[src/verilog/pmtr_regs.vh]
// Constants for the program memory table read block
`ifndef PMTR_REGS_VH
`define PMTR_REGS_VH
`define PMTR_AW 13
`define PMTR_DW 16
`define PMTR_RESET_VEC 13'h0000
`define PMTR_LAST_PAGE 5'h1f
`define PMTR_PTR_ONE 13'h0001
`define PMTR_LO_ONE 8'h01
// Instruction cycle phases T1..T4
`define PMTR_PH_T1 2'h0
`define PMTR_PH_T2 2'h1
`define PMTR_PH_T3 2'h2
`define PMTR_PH_T4 2'h3
// Table read variants: bit 0 increment, bit 1 last page
`define PMTR_K_INC 0
`define PMTR_K_LAST 1
// Serial programming frame: direction bit, 13 address bits, 16 data bits
`define PMTR_ICP_ADDR_END 6'd13
`define PMTR_ICP_DATA_END 6'd29
`define PMTR_ICP_CNT_ZERO 6'd0
`define PMTR_ICP_CNT_ONE 6'd1
// Read pulse, array address, then one clock of array latency
`define PMTR_ICP_RD_LAT 2'd3
`endif

[src/verilog/pmtr_icp.v]
// Serial programming port: one data pin, clock from the programmer
`timescale 1ns/1ps
`include "pmtr_regs.vh"
module pmtr_icp #(
  parameter AW = `PMTR_AW,
  parameter DW = `PMTR_DW
) (
  // Clock and reset
  input wire clk,
  input wire nrst,
  // Pins from the programmer
  input wire prog_enable_pin,
  input wire prog_serial_clock,
  input wire prog_serial_data_i,
  output reg prog_serial_data_o_r,
  output reg prog_serial_data_oe_r,
  // Memory side
  output reg icp_active_r,
  output reg [AW-1:0] icp_addr_r,
  output reg [DW-1:0] icp_wdata_r,
  output reg icp_wr_r,
  output reg icp_rd_r,
  input wire [DW-1:0] pm_rdata
);
  reg [1:0] en_s_r;
  reg [1:0] ck_s_r;
  reg [1:0] da_s_r;
  reg ck_d_r;
  reg dir_rd_r;
  reg [5:0] cnt_r;
  reg [DW-1:0] sh_r;
  reg [1:0] lat_r;
  wire ck_rise;
  wire ck_fall;
  wire [5:0] cnt_inc;

  assign ck_rise = ck_s_r[1] & ~ck_d_r;
  assign ck_fall = ~ck_s_r[1] & ck_d_r;
  assign cnt_inc = cnt_r + `PMTR_ICP_CNT_ONE;

  // Pins pass two flops; only the second stage is read
  always @(posedge clk or negedge nrst) begin
    if (!nrst) begin
      en_s_r <= 2'h0;
      ck_s_r <= 2'h0;
      da_s_r <= 2'h0;
      ck_d_r <= 1'b0;
    end else begin
      en_s_r <= {en_s_r[0], prog_enable_pin};
      ck_s_r <= {ck_s_r[0], prog_serial_clock};
      da_s_r <= {da_s_r[0], prog_serial_data_i};
      ck_d_r <= ck_s_r[1];
    end
  end

  always @(posedge clk or negedge nrst) begin
    if (!nrst) begin
      icp_active_r <= 1'b0;
      icp_addr_r <= `PMTR_RESET_VEC;
      icp_wdata_r <= {DW{1'b0}};
      icp_wr_r <= 1'b0;
      icp_rd_r <= 1'b0;
      dir_rd_r <= 1'b0;
      cnt_r <= `PMTR_ICP_CNT_ZERO;
      sh_r <= {DW{1'b0}};
      lat_r <= 2'h0;
      prog_serial_data_o_r <= 1'b0;
      prog_serial_data_oe_r <= 1'b0;
    end else begin
      icp_active_r <= en_s_r[1];
      icp_wr_r <= 1'b0;
      icp_rd_r <= 1'b0;
      if (!en_s_r[1]) begin
        // Frame ends with the enable; clock may stop anywhere
        cnt_r <= `PMTR_ICP_CNT_ZERO;
        lat_r <= 2'h0;
        prog_serial_data_oe_r <= 1'b0;
      end else begin
        if (lat_r != 2'h0) begin
          lat_r <= lat_r - 2'h1;
          if (lat_r == 2'h1)
            sh_r <= pm_rdata;
        end
        // Read frames stop counting only after the last address bit is in
        if (ck_rise && !(dir_rd_r && cnt_r > `PMTR_ICP_ADDR_END)) begin
          cnt_r <= cnt_inc;
          if (cnt_r == `PMTR_ICP_CNT_ZERO) begin
            dir_rd_r <= da_s_r[1];
          end else if (cnt_r <= `PMTR_ICP_ADDR_END) begin
            icp_addr_r <= {icp_addr_r[AW-2:0], da_s_r[1]};
            if (cnt_r == `PMTR_ICP_ADDR_END && dir_rd_r) begin
              icp_rd_r <= 1'b1;
              lat_r <= `PMTR_ICP_RD_LAT;
            end
          end else begin
            sh_r <= {sh_r[DW-2:0], da_s_r[1]};
            if (cnt_r == `PMTR_ICP_DATA_END) begin
              icp_wdata_r <= {sh_r[DW-2:0], da_s_r[1]};
              icp_wr_r <= 1'b1;
              cnt_r <= `PMTR_ICP_CNT_ZERO;
            end
          end
        end
        // Pin turns round only once the programmer has sent all address bits
        if (ck_fall && dir_rd_r && cnt_r > `PMTR_ICP_ADDR_END) begin
          prog_serial_data_oe_r <= 1'b1;
          prog_serial_data_o_r <= sh_r[DW-1];
          sh_r <= {sh_r[DW-2:0], 1'b0};
        end
      end
    end
  end
endmodule

[src/verilog/pmtr_top.v]
// Program memory fetch and table read engine with serial programming port
`timescale 1ns/1ps
`include "pmtr_regs.vh"
module pmtr_top #(
  parameter AW = `PMTR_AW,
  parameter DW = `PMTR_DW,
  parameter DADDR_W = 10
) (
  // Clock and reset
  input wire clk,
  input wire nrst,
  // Program counter control from the core
  input wire pc_load,
  input wire [AW-1:0] pc_value,
  output reg [AW-1:0] pc_r,
  output reg [DW-1:0] instr_r,
  output reg instr_valid_r,
  output reg [1:0] phase_r,
  // Table pointer writes from the core
  input wire tblp_wr,
  input wire tbhp_wr,
  input wire [7:0] tp_wdata,
  output reg [7:0] tblp_r,
  output reg [7:0] tbhp_r,
  // Table high latch software access
  input wire table_high_latch_wr,
  input wire [7:0] table_high_latch_wdata,
  output reg [7:0] table_high_latch_r,
  // Table read request
  input wire tr_req,
  input wire [1:0] tr_kind,
  input wire tr_ext,
  input wire [DADDR_W-1:0] tr_dest,
  output reg tr_busy_r,
  output reg tr_done_r,
  output reg tr_bad_op_r,
  // Data memory write of the low byte
  output reg dm_wr_r,
  output reg [DADDR_W-1:0] dm_addr_r,
  output reg [7:0] dm_wdata_r,
  // Program memory array port, one clock read latency
  output reg [AW-1:0] pm_addr_r,
  output reg [DW-1:0] pm_wdata_r,
  output reg pm_wr_r,
  input wire [DW-1:0] pm_rdata,
  // Serial programming pins
  input wire prog_enable_pin,
  input wire prog_serial_clock,
  input wire prog_serial_data_i,
  output wire prog_serial_data_o,
  output wire prog_serial_data_oe,
  output reg prog_active_r
);
  localparam S_IDLE = 2'h0;
  localparam S_CYC1 = 2'h1;
  localparam S_CYC2 = 2'h2;

  reg [1:0] state_r;
  reg [1:0] state_nxt;
  reg [1:0] kind_r;
  reg [DADDR_W-1:0] dest_r;
  reg [AW-1:0] taddr_r;
  wire icp_active;
  wire [AW-1:0] icp_addr;
  wire [DW-1:0] icp_wdata;
  wire icp_wr;
  wire icp_rd;
  wire req_ok;
  wire sector_zero;
  wire [AW-1:0] ptr_next;

  // Pointer pair as one word address; spare high pointer bits dropped
  function [AW-1:0] tbl_addr;
    input [7:0] hi;
    input [7:0] lo;
    input last;
    begin
      if (last)
        tbl_addr = {`PMTR_LAST_PAGE, lo};
      else
        tbl_addr = {hi[AW-9:0], lo};
    end
  endfunction

  // Upper byte of a word, zero filled when the word is narrower than 16
  function [7:0] high_byte;
    input [DW-1:0] w;
    reg [15:0] wide;
    begin
      wide = 16'h0000;
      wide[DW-1:0] = w;
      high_byte = wide[15:8];
    end
  endfunction

  assign sector_zero = (tr_dest[DADDR_W-1:8] == {(DADDR_W-8){1'b0}});
  // Standard opcode only for sector zero, extended only elsewhere
  assign req_ok = (tr_ext == !sector_zero);
  // Increment variant advances the pointer before reading; last page stays in page
  assign ptr_next = tr_kind[`PMTR_K_LAST] ?
    {tbhp_r[AW-9:0], tblp_r + `PMTR_LO_ONE} :
    tbl_addr(tbhp_r, tblp_r, 1'b0) + `PMTR_PTR_ONE;

  pmtr_icp #(
    .AW(AW),
    .DW(DW)
  ) u_icp (
    .clk(clk),
    .nrst(nrst),
    .prog_enable_pin(prog_enable_pin),
    .prog_serial_clock(prog_serial_clock),
    .prog_serial_data_i(prog_serial_data_i),
    .prog_serial_data_o_r(prog_serial_data_o),
    .prog_serial_data_oe_r(prog_serial_data_oe),
    .icp_active_r(icp_active),
    .icp_addr_r(icp_addr),
    .icp_wdata_r(icp_wdata),
    .icp_wr_r(icp_wr),
    .icp_rd_r(icp_rd),
    .pm_rdata(pm_rdata)
  );

  // Four phase instruction cycle generator
  always @(posedge clk or negedge nrst) begin
    if (!nrst)
      phase_r <= `PMTR_PH_T1;
    else
      phase_r <= phase_r + 2'h1;
  end

  always @* begin
    state_nxt = state_r;
    case (state_r)
      S_IDLE: begin
        if (tr_req && req_ok && !icp_active && phase_r == `PMTR_PH_T4)
          state_nxt = S_CYC1;
      end
      S_CYC1: begin
        if (phase_r == `PMTR_PH_T4)
          state_nxt = S_CYC2;
      end
      S_CYC2: begin
        if (phase_r == `PMTR_PH_T4)
          state_nxt = S_IDLE;
      end
      default: state_nxt = S_IDLE;
    endcase
  end

  always @(posedge clk or negedge nrst) begin
    if (!nrst) begin
      state_r <= S_IDLE;
      kind_r <= 2'h0;
      dest_r <= {DADDR_W{1'b0}};
      taddr_r <= `PMTR_RESET_VEC;
      tblp_r <= 8'h00;
      tbhp_r <= 8'h00;
      tr_busy_r <= 1'b0;
      tr_done_r <= 1'b0;
      tr_bad_op_r <= 1'b0;
    end else begin
      state_r <= state_nxt;
      tr_busy_r <= (state_nxt != S_IDLE);
      tr_done_r <= (state_r == S_CYC2) && (state_nxt == S_IDLE);
      tr_bad_op_r <= (state_r == S_IDLE) && tr_req && !req_ok &&
        (phase_r == `PMTR_PH_T4);
      if (state_r == S_IDLE && state_nxt == S_CYC1) begin
        kind_r <= tr_kind;
        dest_r <= tr_dest;
        if (tr_kind[`PMTR_K_INC]) begin
          tblp_r <= ptr_next[7:0];
          if (!tr_kind[`PMTR_K_LAST])
            tbhp_r <= {{(16-AW){1'b0}}, ptr_next[AW-1:8]};
          taddr_r <= tbl_addr({{(16-AW){1'b0}}, ptr_next[AW-1:8]}, ptr_next[7:0],
            tr_kind[`PMTR_K_LAST]);
        end else begin
          taddr_r <= tbl_addr(tbhp_r, tblp_r, tr_kind[`PMTR_K_LAST]);
        end
      end else begin
        // Core writes land in every cycle except the one that takes a table read
        if (tblp_wr)
          tblp_r <= tp_wdata;
        if (tbhp_wr)
          tbhp_r <= tp_wdata;
      end
    end
  end

  // Program counter: reset vector, step each instruction cycle, held while programming and in the first table read cycle
  always @(posedge clk or negedge nrst) begin
    if (!nrst) begin
      pc_r <= `PMTR_RESET_VEC;
    end else if (!icp_active && phase_r == `PMTR_PH_T4) begin
      if (pc_load)
        pc_r <= pc_value;
      else if (state_nxt != S_CYC2)
        pc_r <= pc_r + `PMTR_PTR_ONE;
    end
  end

  // Memory port: programming first, then table slot, else fetch
  always @(posedge clk or negedge nrst) begin
    if (!nrst) begin
      pm_addr_r <= `PMTR_RESET_VEC;
      pm_wdata_r <= {DW{1'b0}};
      pm_wr_r <= 1'b0;
      prog_active_r <= 1'b0;
    end else begin
      prog_active_r <= icp_active;
      pm_wr_r <= icp_wr;
      pm_wdata_r <= icp_wdata;
      if (icp_wr || icp_rd)
        pm_addr_r <= icp_addr;
      else if (!icp_active && phase_r == `PMTR_PH_T1)
        pm_addr_r <= (state_r == S_CYC2) ? taddr_r : pc_r;
    end
  end

  // Fetch capture and table data return at T3 of the owning cycle
  always @(posedge clk or negedge nrst) begin
    if (!nrst) begin
      instr_r <= {DW{1'b0}};
      instr_valid_r <= 1'b0;
      dm_wr_r <= 1'b0;
      dm_addr_r <= {DADDR_W{1'b0}};
      dm_wdata_r <= 8'h00;
      table_high_latch_r <= 8'h00;
    end else begin
      instr_valid_r <= 1'b0;
      dm_wr_r <= 1'b0;
      if (!icp_active && phase_r == `PMTR_PH_T3) begin
        if (state_r == S_CYC2) begin
          dm_wr_r <= 1'b1;
          dm_addr_r <= dest_r;
          dm_wdata_r <= pm_rdata[7:0];
          table_high_latch_r <= high_byte(pm_rdata);
        end else begin
          instr_r <= pm_rdata;
          instr_valid_r <= 1'b1;
          // Fetch slot must not swallow a software write
          if (table_high_latch_wr)
            table_high_latch_r <= table_high_latch_wdata;
        end
      end else if (table_high_latch_wr) begin
        // Save and restore path around interrupt code
        table_high_latch_r <= table_high_latch_wdata;
      end
    end
  end
endmodule

[config.mk]
export PLATFORM = sky130hd
export DESIGN_NAME = pmtr_top
export DESIGN_NICKNAME = d
export VERILOG_FILES = /design/src/verilog/pmtr_icp.v /design/src/verilog/pmtr_top.v
export VERILOG_INCLUDE_DIRS = /design/src /design/src/verilog
export SDC_FILE = /design/constraint.sdc
export NUM_CORES = 1
export LEC_CHECK = 0
export BUFFER_PORTS_ARGS = -buffer_cell sky130_fd_sc_hd__buf_2
export CORE_ASPECT_RATIO = 1.5
export CORE_MARGIN = 4
export CORE_UTILIZATION = 45
export CTS_CLUSTER_DIAMETER = 120
export DETAILED_ROUTE_END_ITERATION = 7
export GPL_ROUTABILITY_DRIVEN = 0
export PLACE_DENSITY_LB_ADDON = 0.1
export RECOVER_POWER = 100
export SYNTH_ARGS = -nofsm -noshare
export SYNTH_HDL_FRONTEND = slang
export SYNTH_SLANG_ARGS = --single-unit
[constraint.sdc]
create_clock -name clk -period 6.45 [get_ports clk]
set_clock_uncertainty 0.2 [all_clocks]
set_input_delay 0 -clock clk [delete_from_list [all_inputs] [get_ports clk]]
set_output_delay 0 -clock clk [all_outputs]
set_load 0.005 [all_outputs]
==> Word level (Yosys, flattened, before mapping) <==
Cells that the tools add are included.
{ "op_classes": {"n_bitwise": 7, "n_addsub": 6, "n_eq_ne": 14, "n_lt_le_gt_ge": 2, "muxes": 56, "reduce_logical": 41} }
{ "op_table": {"columns": ["cell", "count"], "rows": [
  ["13-bit two-way mux", 9],
  ["16-bit two-way mux", 6],
  ["8-bit two-way mux", 10],
  ["6-bit two-way mux", 5],
  ["13-bit by 1-bit adder with 13-bit output, second input constant", 2],
  ["2-bit two-way mux", 9],
  ["1-bit logical AND", 16],
  ["1-bit two-way mux", 16],
  ["2-bit nonzero test", 6],
  ["2-bit != test, second input constant", 5],
  ["2-bit AND reduction", 5],
  ["8-bit by 1-bit adder with 8-bit output, second input constant", 1],
  ["2-bit logical NOT", 4],
  ["6-bit by 1-bit adder with 6-bit output, second input constant", 1],
  ["2-bit by 1-bit equality test with 1-bit output, second input constant", 3],
  ["2-bit equality test, second input constant", 3],
  ["6-bit by 4-bit equality test with 1-bit output, second input constant", 1],
  ["6-bit by 5-bit equality test with 1-bit output, second input constant", 1],
  ["6-bit by 4-bit greater-than comparator with 1-bit output, second input constant", 1],
  ["6-bit by 4-bit <= comparator with 1-bit output, second input constant", 1],
  ["6-bit logical NOT", 1],
  ["2-bit case mux with 3 select lines", 1],
  ["3-bit AND reduction", 2],
  ["1-bit NOT", 5],
  ["other kinds (8)", 12]
]} }
{ "word_totals": {"register_bits": 200} }

==> Longest topological paths before layout <==
Gate-level depths: netlist of the first run.
{ "depth": {"ltp_word": 12, "ltp_mapped": 7, "ltp_nobuf": 6} }

==> Modules after synthesis <==
From an unflattened synthesis of the first run, not the netlist that was laid out.
{ "hier_totals": {"hier_cells": 804, "area_unflattened_um2": 8883.5} }
{ "modules_own_cells": {"columns": ["mod", "n_inst", "area_per_inst_um2", "cells_each", "seq_area_each_um2"], "rows": [
  ["pmtr_top", 1, 5962.0, 577, 3353.2],
  ["pmtr_icp", 1, 2921.6, 227, 1651.6]
]} }

==> Worst setup path after synthesis of the first run <==
OpenSTA, ideal clock, no wires.
{ "synth_path": {"kind": "flip-flop to flip-flop", "start": "register phase_r[1]", "end": "register tbhp_r[2]", "setup_slack_ns": 4.230, "path_stages_with_launch": 7, "t_arrival_ns": 1.899, "path_buffers": 1, "setup_ns": 0.120, "t_required_ns": 6.130, "cell_sequence": "dfrtp_1 > ha_1 > nand4bb_1 > a211oi_4 > buf_6 > mux2_2 > o211a_1"} }
{ "synth_between": {"elab_chain_len": 8, "word_cells_on_any_way": 13} }
{ "synth_lines": {"columns": ["item", "line_no", "text"], "rows": [
  ["start, declared", "pmtr_top.v:18", "output reg [1:0] phase_r,"],
  ["start signal, assigned", "pmtr_top.v:126", "phase_r <= `PMTR_PH_T1;"],
  ["start signal, assigned", "pmtr_top.v:128", "phase_r <= phase_r + 2'h1;"],
  ["2-bit equality test (no source line) (*)", null, null],
  ["1-bit logical AND (no source line)", null, null],
  ["2-bit two-way mux", "pmtr_top.v:135", "if (tr_req && req_ok && !icp_active && phase_r == `PMTR_PH_T4)"],
  ["2-bit case mux with 3 select lines (*)", "pmtr_top.v:133", "case (state_r)"],
  ["2-bit by 1-bit equality test with 1-bit output (*)", "pmtr_top.v:167", "if (state_r == S_IDLE && state_nxt == S_CYC1) begin"],
  ["1-bit logical AND (*)", "pmtr_top.v:167", null],
  ["2-bit != test (no source line) or 2-bit nonzero test (tied branches)", null, null],
  ["3-bit AND reduction (no source line)", null, null],
  ["end signal, assigned", "pmtr_top.v:173", "tbhp_r <= {{(16-AW){1'b0}}, ptr_next[AW-1:8]};"],
  ["end signal, assigned", "pmtr_top.v:184", "tbhp_r <= tp_wdata;"],
  ["end, declared", "pmtr_top.v:24", "output reg [7:0] tbhp_r,"]
]} }
Mark *: on every way between the ends. The rest lies on a longest branch, timed or not.
A chain may end at the register's enable or synchronous reset.

==> Worst setup path in the final report of the first run <==
{ "layout_path": {"start": "register phase_r[1]", "end": "register tblp_r[2]"} }
{ "layout_between": {"elab_chain_len": 8, "word_cells_on_any_way": 12} }
{ "layout_lines": {"columns": ["item", "line_no", "text"], "rows": [
  ["2-bit equality test (no source line) (*)", null, null],
  ["1-bit logical AND (no source line)", null, null],
  ["2-bit two-way mux", "pmtr_top.v:135", null],
  ["2-bit case mux with 3 select lines (*)", "pmtr_top.v:133", null],
  ["2-bit by 1-bit equality test with 1-bit output (*)", "pmtr_top.v:167", null],
  ["1-bit logical AND (*)", "pmtr_top.v:167", null],
  ["2-bit != test (no source line) or 2-bit nonzero test (tied branches)", null, null],
  ["2-bit AND reduction (no source line)", null, null],
  ["end signal, assigned", "pmtr_top.v:171", "tblp_r <= ptr_next[7:0];"],
  ["end signal, assigned", "pmtr_top.v:182", "tblp_r <= tp_wdata;"],
  ["end, declared", "pmtr_top.v:23", "output reg [7:0] tblp_r,"]
]} }
Marks and branches as above.

==> qor.csv, run 1 <==
metric,value,unit
wire per inst,17.4,µm
actual slew at the worst max-slew pin,2.95,ns
Placement Cell Area,0.0100,mm²
Setup TNS,0,ns
fraction of registers with async set/reset,100,%
Detailed Route WL,22900,µm
cell taking the most area after synthesis,dfrtp_1,
final worst-path cycle share,65.7,%
most numerous cell in the Yosys netlist,dfrtp_1,
fin nets,1118,
Tot Pwr,2870,µW
CTS root buffer,clkbuf_16,
Slew Limit Fails,221,
row cnt,63,
Worst setup EP type,flop,
Synth area leaders,"dfrtp_1 (56%), mux2_2 (8.9%), nand2_1 (4.4%)",
GR Layer Usage met1,24.8,%
status,"finished, violations left",
fin area,0.0114,mm²
"Seq/Total Area, Yosys",55.8,%
Post-route DRC,0,
Total GRT Usage,21.2,%
met3 Usage GRT,3.29,%
"top cells by count, synth","dfrtp_1 (200), nand2_1 (105), mux2_2 (71)",
clock buffer depth,2,
grt ovf,0,
syn_nets,861,
vias in the first global route,7014,
failing checks,"capacitance limit, slew limit",
Starting Density,45.5,%
Hold WC Path Type,input port to flop,
Die ar.,0.0223,mm²
CP max-delay cell,clkbuf_1,
fmax,236,MHz
Crit path required time,6.57,ns
Crit Path Category,flop to flop,
crit-path cells,ha_1 -> nand4bb_1 -> a211oi_4 -> clkbuf_1 -> mux2_2 -> a221o_1 -> dlygate4sd3_1,
Max VDD drop,0.146,mV
global route hottest layer,met2,
Via Count,6889,
TritonRoute pass-1 iters,4,
Seq cells post-synth,200,
global-route wire length before repair,37000,µm
"slowest stage delay, CP",1.44,ns
Post-Synthesis Cells,784,
fin crit period,4.24,ns
"Warnings, synthesis",0,
synthesized area,0.00896,mm²
Post-DRT Antenna Nets,0,
r2r setup slk,2.21,ns
DR iter-0 viols,400,
die height,181,µm
Power Density,251,mW/mm²
Non-Filler Instances,1314,
largest net degree at the start of global routing,125,
placed cells,1184,
post-DP HPWL,15800,µm
clk sink count,200,
final hold viol count,0,
area growth from synthesis to layout,27.5,%
hold_ws,0.0517,ns
Syn Area/Cell,11.4,µm²
commonest register cell after synthesis,dfrtp_1,
distinct cell type count after synthesis,67,
floorplan core area,0.0197,mm²
initial antenna violation count,0,
number of port buffers,178,
"Max FO, Critical Path",42,
RSZ-0062 raised after global routing,false,
final setup fails,0,
via/cell ratio,5.24,
layout cells sized above 1,21.6,%
crit path DAT,4.36,ns
CTS resizes,0,
Leak,0.00539,µW
GR Util met2,38.0,%
later-pin clock latency in the skew report,0.44,ns
TritonCTS clock tree,yes,
top-area cell type share of the netlist area,55.8,%
Max Cap Viol,4,
total CTS buffers,17,
CP startpoint kind,flop,
"EDFF count, synth",0,
ANT cells,0,
Worst-path clk slew,0.07,ns
H-tree depth,4,
die width,123,µm
Ports,179,
Worst slew margin,-96.9,%
fillcell total,1772,
[kinds of logic after synthesis]
logic type,count (synthesis),synth area share (%)
AOI/OAI and AO/OA,130,10.9
xor gates and xnor gates,12,1.17
muxes,105,12.8
buffers and inverters,65,3.45
DFF,200,55.8
and+or+nand+nor,263,14.6
adders and majority gates,9,1.26
[final cells by class]
cell class	instances	area [µm²]	share of cell area, %
flip-flops and latches	200	5000	43.8
multi-input cells	519	3620	31.6
repair buffers	281	1810	15.9
clock buffers	18	439	3.84
well taps	260	325	2.85
clock inverters	14	150	1.31
inverters	22	82.6	0.722
[through the flow]
stage          setup WS [ns]  util, %
6_report                2.21     58.0
5_1_grt                 1.89     58.0
4_1_cts                 3.25     58.7
3_5_place_dp            3.65     50.8
3_3_place_gp            3.72     50.8
2_1_floorplan           4.23        -
[layout by cell type, fill, tap and decap left out, types with 4 or more instances in the layout]
cell / count
mux2_2: 71
nor2_1: 41
nor4_1: 9
nor3_1: 13
xnor2_1: 9
a21oi_1: 12
o211ai_1: 6
a2bb2oi_1: 15
dfrtp_1: 200
o2bb2ai_1: 5
a31oi_1: 4
nand2b_1: 21
and3_1: 18
mux2i_1: 31
o21ai_0: 37
inv_1: 21
nand3b_1: 8
nand4_1: 7
clkbuf_1: 70
clkbuf_16: 17
nand2_1: 105
nand3_1: 20
buf_2: 109
o31ai_1: 14
nor2b_1: 4
o211a_1: 5
a22oi_1: 4
dlygate4sd3_1: 98
ha_1: 9
inv_6: 6
[path summary, 6_finish.rpt]
kind | from | end | depth (start not counted)
max | phase_r[1] | tblp_r[2] | 7
min in group asynchronous | nrst | pm_wdata_r[0] | 2
max reg2reg | phase_r[1] | tblp_r[2] | 7
min reg2reg | u_icp.en_s_r[0] | u_icp.en_s_r[1] | 0
min | prog_enable_pin | u_icp.en_s_r[0] | 2
max in group asynchronous | nrst | phase_r[0] | 3
[state kept, by name, indices dropped and copies added, names as in the netlist, 10 cells and up]
signal	cells
dest_r	10
dm_addr_r	10
instr_r	16
pc_r	13
pm_addr_r	13
pm_wdata_r	16
taddr_r	13
u_icp.icp_addr_r	13
u_icp.icp_wdata_r	16
u_icp.sh_r	16
[report_power, final]
group	switching, µW	total (µW)	internal, µW	leakage, µW
sequential	102	1460	1360	0.00255
combinational	163	353	190	0.00255
clock	527	1060	529	0.000289
[layer usage]
metal  wire length, µm  part of all wire [%]
met3               777                   3.4
met4               784                   3.4
met5                 0                     0
met1              9110                    40
met2             12200                    53
[what timing repair did]
action | in CTS | in global routing
hold buffers | 98 | 0
hold endpoints to repair | 223 | 0
setup buffers | 0 | 0
[critical path: cells and delay by family, from the launching register on]
kind | cells | cell delay, ns
AO/OA/AOI/OAI | 2 | 0.55
adder cells (fa/ha/maj) | 1 | 0.27
buffers and inverters | 2 | 1.99
flip-flops | 1 | 0.40
multiplexers | 1 | 0.45
AND/OR/NAND/NOR | 1 | 0.25
(Power assumes the default switching activity.)
==> run 2, diff against run 1 <==
==> constraint.sdc (replaced) <==
create_clock -name clk -period 3.6 [get_ports clk]
set_clock_uncertainty 0.2 [all_clocks]
set_input_delay 0 -clock clk [delete_from_list [all_inputs] [get_ports clk]]
set_output_delay 0 -clock clk [all_outputs]
set_load 0.005 [all_outputs]
==> qor.csv, run 2 (synthesis gave the netlist of run 1 again) <==
metric,value,unit
Post-route DRC,0,
register area,0.00500,mm²
uppermost routed layer,met4,
Leak,0.00540,µW
post-DP HPWL,15900,µm
Starting Density,45.5,%
r2r setup slk,0.44,ns
hold path depth,2,
CTS root buffer,clkbuf_16,
"Max FO, Critical Path",14,
Max VDD drop,0.252,mV
clock buffer depth,2,
fillcell total,1771,
floorplan core area,0.0197,mm²
Setup TNS,0,ns
status,"finished, violations left",
final worst-path cycle share,87.8,%
fin nets,1122,
DR iter-0 viols,350,
TritonRoute pass-1 iters,4,
Via Count,6919,
Slew Limit Fails,113,
area growth from synthesis to layout,27.6,%
Post-DRT Antenna Nets,0,
number of port buffers,178,
row cnt,63,
most frequent cells in the layout,"dfrtp_1 (200), buf_2 (107), nand2_1 (105), dlygate4sd3_1 (95), clkbuf_1 (73)",
Total GRT Usage,21.0,%
via/cell ratio,5.25,
Power Density,449,mW/mm²
metal3 WL,757,µm
RSZ-0062 raised after global routing,false,
fin crit period,3.16,ns
Hold WC Path Type,input port to flop,
Worst-path clk slew,0.08,ns
fmax,317,MHz
CP Launch Point,phase_r[1],
Critical R2R Launch,phase_r[1],
hold_buf cts,95,
number of setup buffers added after CTS,0,
actual slew at the worst max-slew pin,2.37,ns
CP startpoint kind,flop,
global-route wire length before repair,37100,µm
total CTS buffers,17,
Worst slew margin,-57.9,%
TritonCTS clock tree,yes,
vias in the first global route,7094,
largest net degree at the start of global routing,97,
grt ovf,0,
r2r worst-path depth,7,
CTS resizes,0,
Non-Filler Instances,1318,
H-tree depth,4,
area of the multi-input gates,0.00361,mm²
met2 WL,12200,µm
Ports,179,
"commonest non-fill, non-tap cell in the layout",dfrtp_1,
final setup fails,0,
failing checks,"capacitance limit, slew limit",
Crit Reg-Reg Endpoint,tbhp_r[5],
Crit Path Category,flop to flop,
ANT cells,0,
crit path DAT,3.34,ns
Post-Route M1 WL,8920,µm
die height,181,µm
critical path endpoint,tbhp_r[5],
placed cells,1191,
die width,123,µm
initial antenna violation count,0,
Detailed Route WL,22700,µm
Crit path required time,3.78,ns
Worst setup EP type,flop,
Max Cap Viol,2,
clk sink count,200,
Die ar.,0.0223,mm²
layout cells sized above 1,22.0,%
wire per inst,17.2,µm
final hold viol count,0,
later-pin clock latency in the skew report,0.44,ns
-- run 2: final cells by class --
type / count / area share, %
sequential: 200 / 43.8
multi-input combinational: 519 / 31.5
timing repair buffer: 285 / 16.0
clock buffer: 18 / 3.84
tap: 260 / 2.84
clock inverter: 14 / 1.27
inverter: 22 / 0.722
-- run 2: worst min path at each step --
stage / from / endpoint / slack (ns)
global route: prog_enable_pin / u_icp.en_s_r[0] / 0.07
CTS: prog_enable_pin / u_icp.en_s_r[0] / 0.02
global placement: prog_serial_data_i / u_icp.da_s_r[0] / -0.09
detailed placement: prog_serial_data_i / u_icp.da_s_r[0] / -0.09
floorplan: nrst / dest_r[0] / -0.50
finish: prog_enable_pin / u_icp.en_s_r[0] / 0.08
-- run 2: per-stage QoR --
stage	instance area [µm²]	worst slack [ns]	util, %	total power (µW)	hold slack, ns
floorplan	8960	1.38	-	2880	-0.496
global placement	10100	1.08	51.1	3190	-0.0925
detailed placement	10100	0.994	51.1	3200	-0.0902
CTS	11600	0.455	58.9	5210	0.0230
global route	11400	0.176	58.0	5380	0.0697
finish	11400	0.441	58.0	5130	0.0836
-- run 2: worst max-delay path, cell delays in order (launching register included) --
cell           delay [ns]
dfrtp_1              0.40
ha_1                 0.26
nand4bb_1            0.23
a211oi_4             0.65
buf_4                0.33
mux2i_1              0.32
a32o_1               0.16
dlygate4sd3_1        0.55
-- run 2: metal layers --
metal | vias up | track usage, %
met4 | 0 | 8.16
met1 | 3400 | 25.0
li1 | 3316 | -
met2 | 164 | 37.3
met3 | 39 | 3.66
met5 | - | 0
-- run 2: power breakdown --
group | total (µW) | internal (µW) | switching (µW)
sequential | 2600 | 2430 | 173
clock | 1890 | 951 | 941
combinational | 638 | 342 | 297
==> run 3, diff against run 2 <==
--- a/config.mk
+++ b/config.mk
@@ -13,8 +13,9 @@
 export CTS_CLUSTER_DIAMETER = 120
 export DETAILED_ROUTE_END_ITERATION = 7
 export GPL_ROUTABILITY_DRIVEN = 0
-export PLACE_DENSITY_LB_ADDON = 0.1
+export PLACE_DENSITY = 0.72
 export RECOVER_POWER = 100
+export REMOVE_ABC_BUFFERS = 1
 export SYNTH_ARGS = -nofsm -noshare
 export SYNTH_HDL_FRONTEND = slang
 export SYNTH_SLANG_ARGS = --single-unit
==> qor.csv, run 3 (synthesis gave the netlist of run 1 again) <==
metric,value,unit
Crit path required time,3.73,ns
crit path DAT,3.43,ns
Net Sw Frac,26.2,%
met2 WL,11800,µm
CTS root buffer,clkbuf_16,
clock buffer depth,2,
failing checks,"capacitance limit, slew limit",
Net Sw Power,1360,µW
fin area,0.0114,mm²
final worst-path cycle share,91.7,%
fmax,303,MHz
Via Count,6947,
Post-route DRC,0,
Max VDD drop,0.278,mV
Worst slew margin,-70.1,%
Max Cap Viol,1,
"commonest non-fill, non-tap cell in the layout",dfrtp_1,
CTS resizes,0,
final core utilization,58.1,%
global-route wire length before repair,34900,µm
metal3 WL,840,µm
vias in the first global route,6992,
DR iter-0 viols,370,
row cnt,63,
uppermost routed layer,met4,
Worst-path clk slew,0.08,ns
Detailed Route WL,21800,µm
Sequential Power Share,50.1,%
Total GRT Usage,19.7,%
Leak,0.00539,µW
combinational share of power,12.4,%
final setup fails,0,
Hold WC Path Type,input port to flop,
die width,123,µm
"Max FO, Critical Path",18,
Setup TNS,0,ns
Hold Path Origin,prog_serial_clock,
layout cells sized above 1,22.1,%
H-tree depth,4,
CP Launch Point,state_r[0],
Ports,179,
Critical R2R Launch,state_r[0],
Power Density,453,mW/mm²
"slowest stage delay, CP",0.75,ns
total CTS buffers,17,
Die ar.,0.0223,mm²
final hold viol count,0,
Starting Density,45.5,%
crit-path cells,nand2b_1 -> nor2_1 -> buf_4 -> clkbuf_2 -> o21ai_0 -> dlygate4sd3_1,
initial antenna violation count,0,
fin nets,1119,
CP max-delay cell,nor2_1,
most frequent cells in the layout,"dfrtp_1 (200), buf_2 (109), nand2_1 (105), dlygate4sd3_1 (92), clkbuf_1 (72)",
area growth from synthesis to layout,27.7,%
CP startpoint kind,flop,
hold_ws,0.0112,ns
Clock Power Share,37.5,%
via/cell ratio,5.28,
TritonRoute pass-1 iters,5,
Non-Filler Instances,1316,
Crit Path Category,flop to flop,
RSZ-0062 raised after global routing,false,
Post-Route M1 WL,8410,µm
internal power,3830,µW
floorplan core area,0.0197,mm²
TritonCTS clock tree,yes,
clk sink count,200,
fillcell total,1694,
grt ovf,0,
Worst setup EP type,flop,
status,"finished, violations left",
Placement Cell Area,0.0101,mm²
later-pin clock latency in the skew report,0.44,ns
die height,181,µm
actual slew at the worst max-slew pin,2.55,ns
number of port buffers,178,
wire per inst,16.6,µm
placed cells,1191,
largest net degree at the start of global routing,117,
Slew Limit Fails,116,
Post-DRT Antenna Nets,0,
post-DP HPWL,15100,µm
fin crit period,3.30,ns
-- run 3: cell types whose count changed in the layout (fill, tap and decap cells not counted), sizes merged --
cell and delta:
buf +4, clkbuf -4, inv -4, clkinvlp +3
dlygate4sd3 -3, bufinv +2, clkinv -1, diode +1
-- run 3: area by class of cell --
cell class | count | area [µm²] | share of cell area, %
Clock inverter | 14 | 159 | 1.39
Clock buffer | 18 | 439 | 3.84
Multi-Input combinational cell | 519 | 3620 | 31.6
Timing Repair Buffer | 282 | 1810 | 15.8
Inverter | 22 | 82.6 | 0.721
Tap cell | 260 | 325 | 2.84
Antenna cell | 1 | 2.50 | 0.0219
Sequential cell | 200 | 5000 | 43.7
-- run 3: path summary, 6_finish.rpt --
kind / depth (start not counted) / slack, ns / endpoint
worst max-delay path: 6 / 0.30 / table_high_latch_r[3]
worst min-delay path: 2 / 0.01 / u_icp.ck_s_r[0]
worst max register to register: 6 / 0.30 / table_high_latch_r[3]
worst min register to register: 0 / 0.15 / u_icp.en_s_r[1]
max in group asynchronous: 3 / 0.86 / phase_r[1]
min in group asynchronous: 2 / 0.71 / dm_wdata_r[7]
-- run 3: routing by layer --
metal	GRT usage (%)	vias to the layer above
met1	22.6	3410
met5	0	-
met3	3.76	50
li1	-	3304
met2	34.9	183
met4	9.09	0
-- run 3: power groups by stage --
| stage | clock, µW | sequential [µW] | combinational [µW] |
|---|---|---|---|
| after detailed placement | 0 | 2630 | 564 |
| after CTS | 1980 | 2590 | 670 |
| final | 1940 | 2600 | 645 |
| after floorplan | 0 | 2610 | 253 |
| after global routing | 2080 | 2620 | 721 |
| after global placement | 0 | 2630 | 553 |
-- run 3: per-stage QoR --
stage / setup slack, ns / total power [µW]
2_1_floorplan: 0.694 / 2860
3_3_place_gp: 0.994 / 3180
3_5_place_dp: 0.910 / 3200
4_1_cts: 0.365 / 5250
5_1_grt: 0.0895 / 5420
6_report: 0.298 / 5180
-- run 3: worst max-delay path, delay by kind of cell, from the launching register on --
kind	cells	cell delay, ns
buffers and inverters	3	1.24
DFF	1	0.42
and+or+nand+nor	2	1.21
AOI/OAI and AO/OA	1	0.13
-- run 3: repair_timing --
| action | 4_1_cts | 5_1_grt |
|---|---|---|
| setup buffers | 0 | 0 |
| hold endpoints to repair | 214 | 0 |
| hold buffers | 92 | 0 |
| setup endpoints to repair | 0 | 0 |
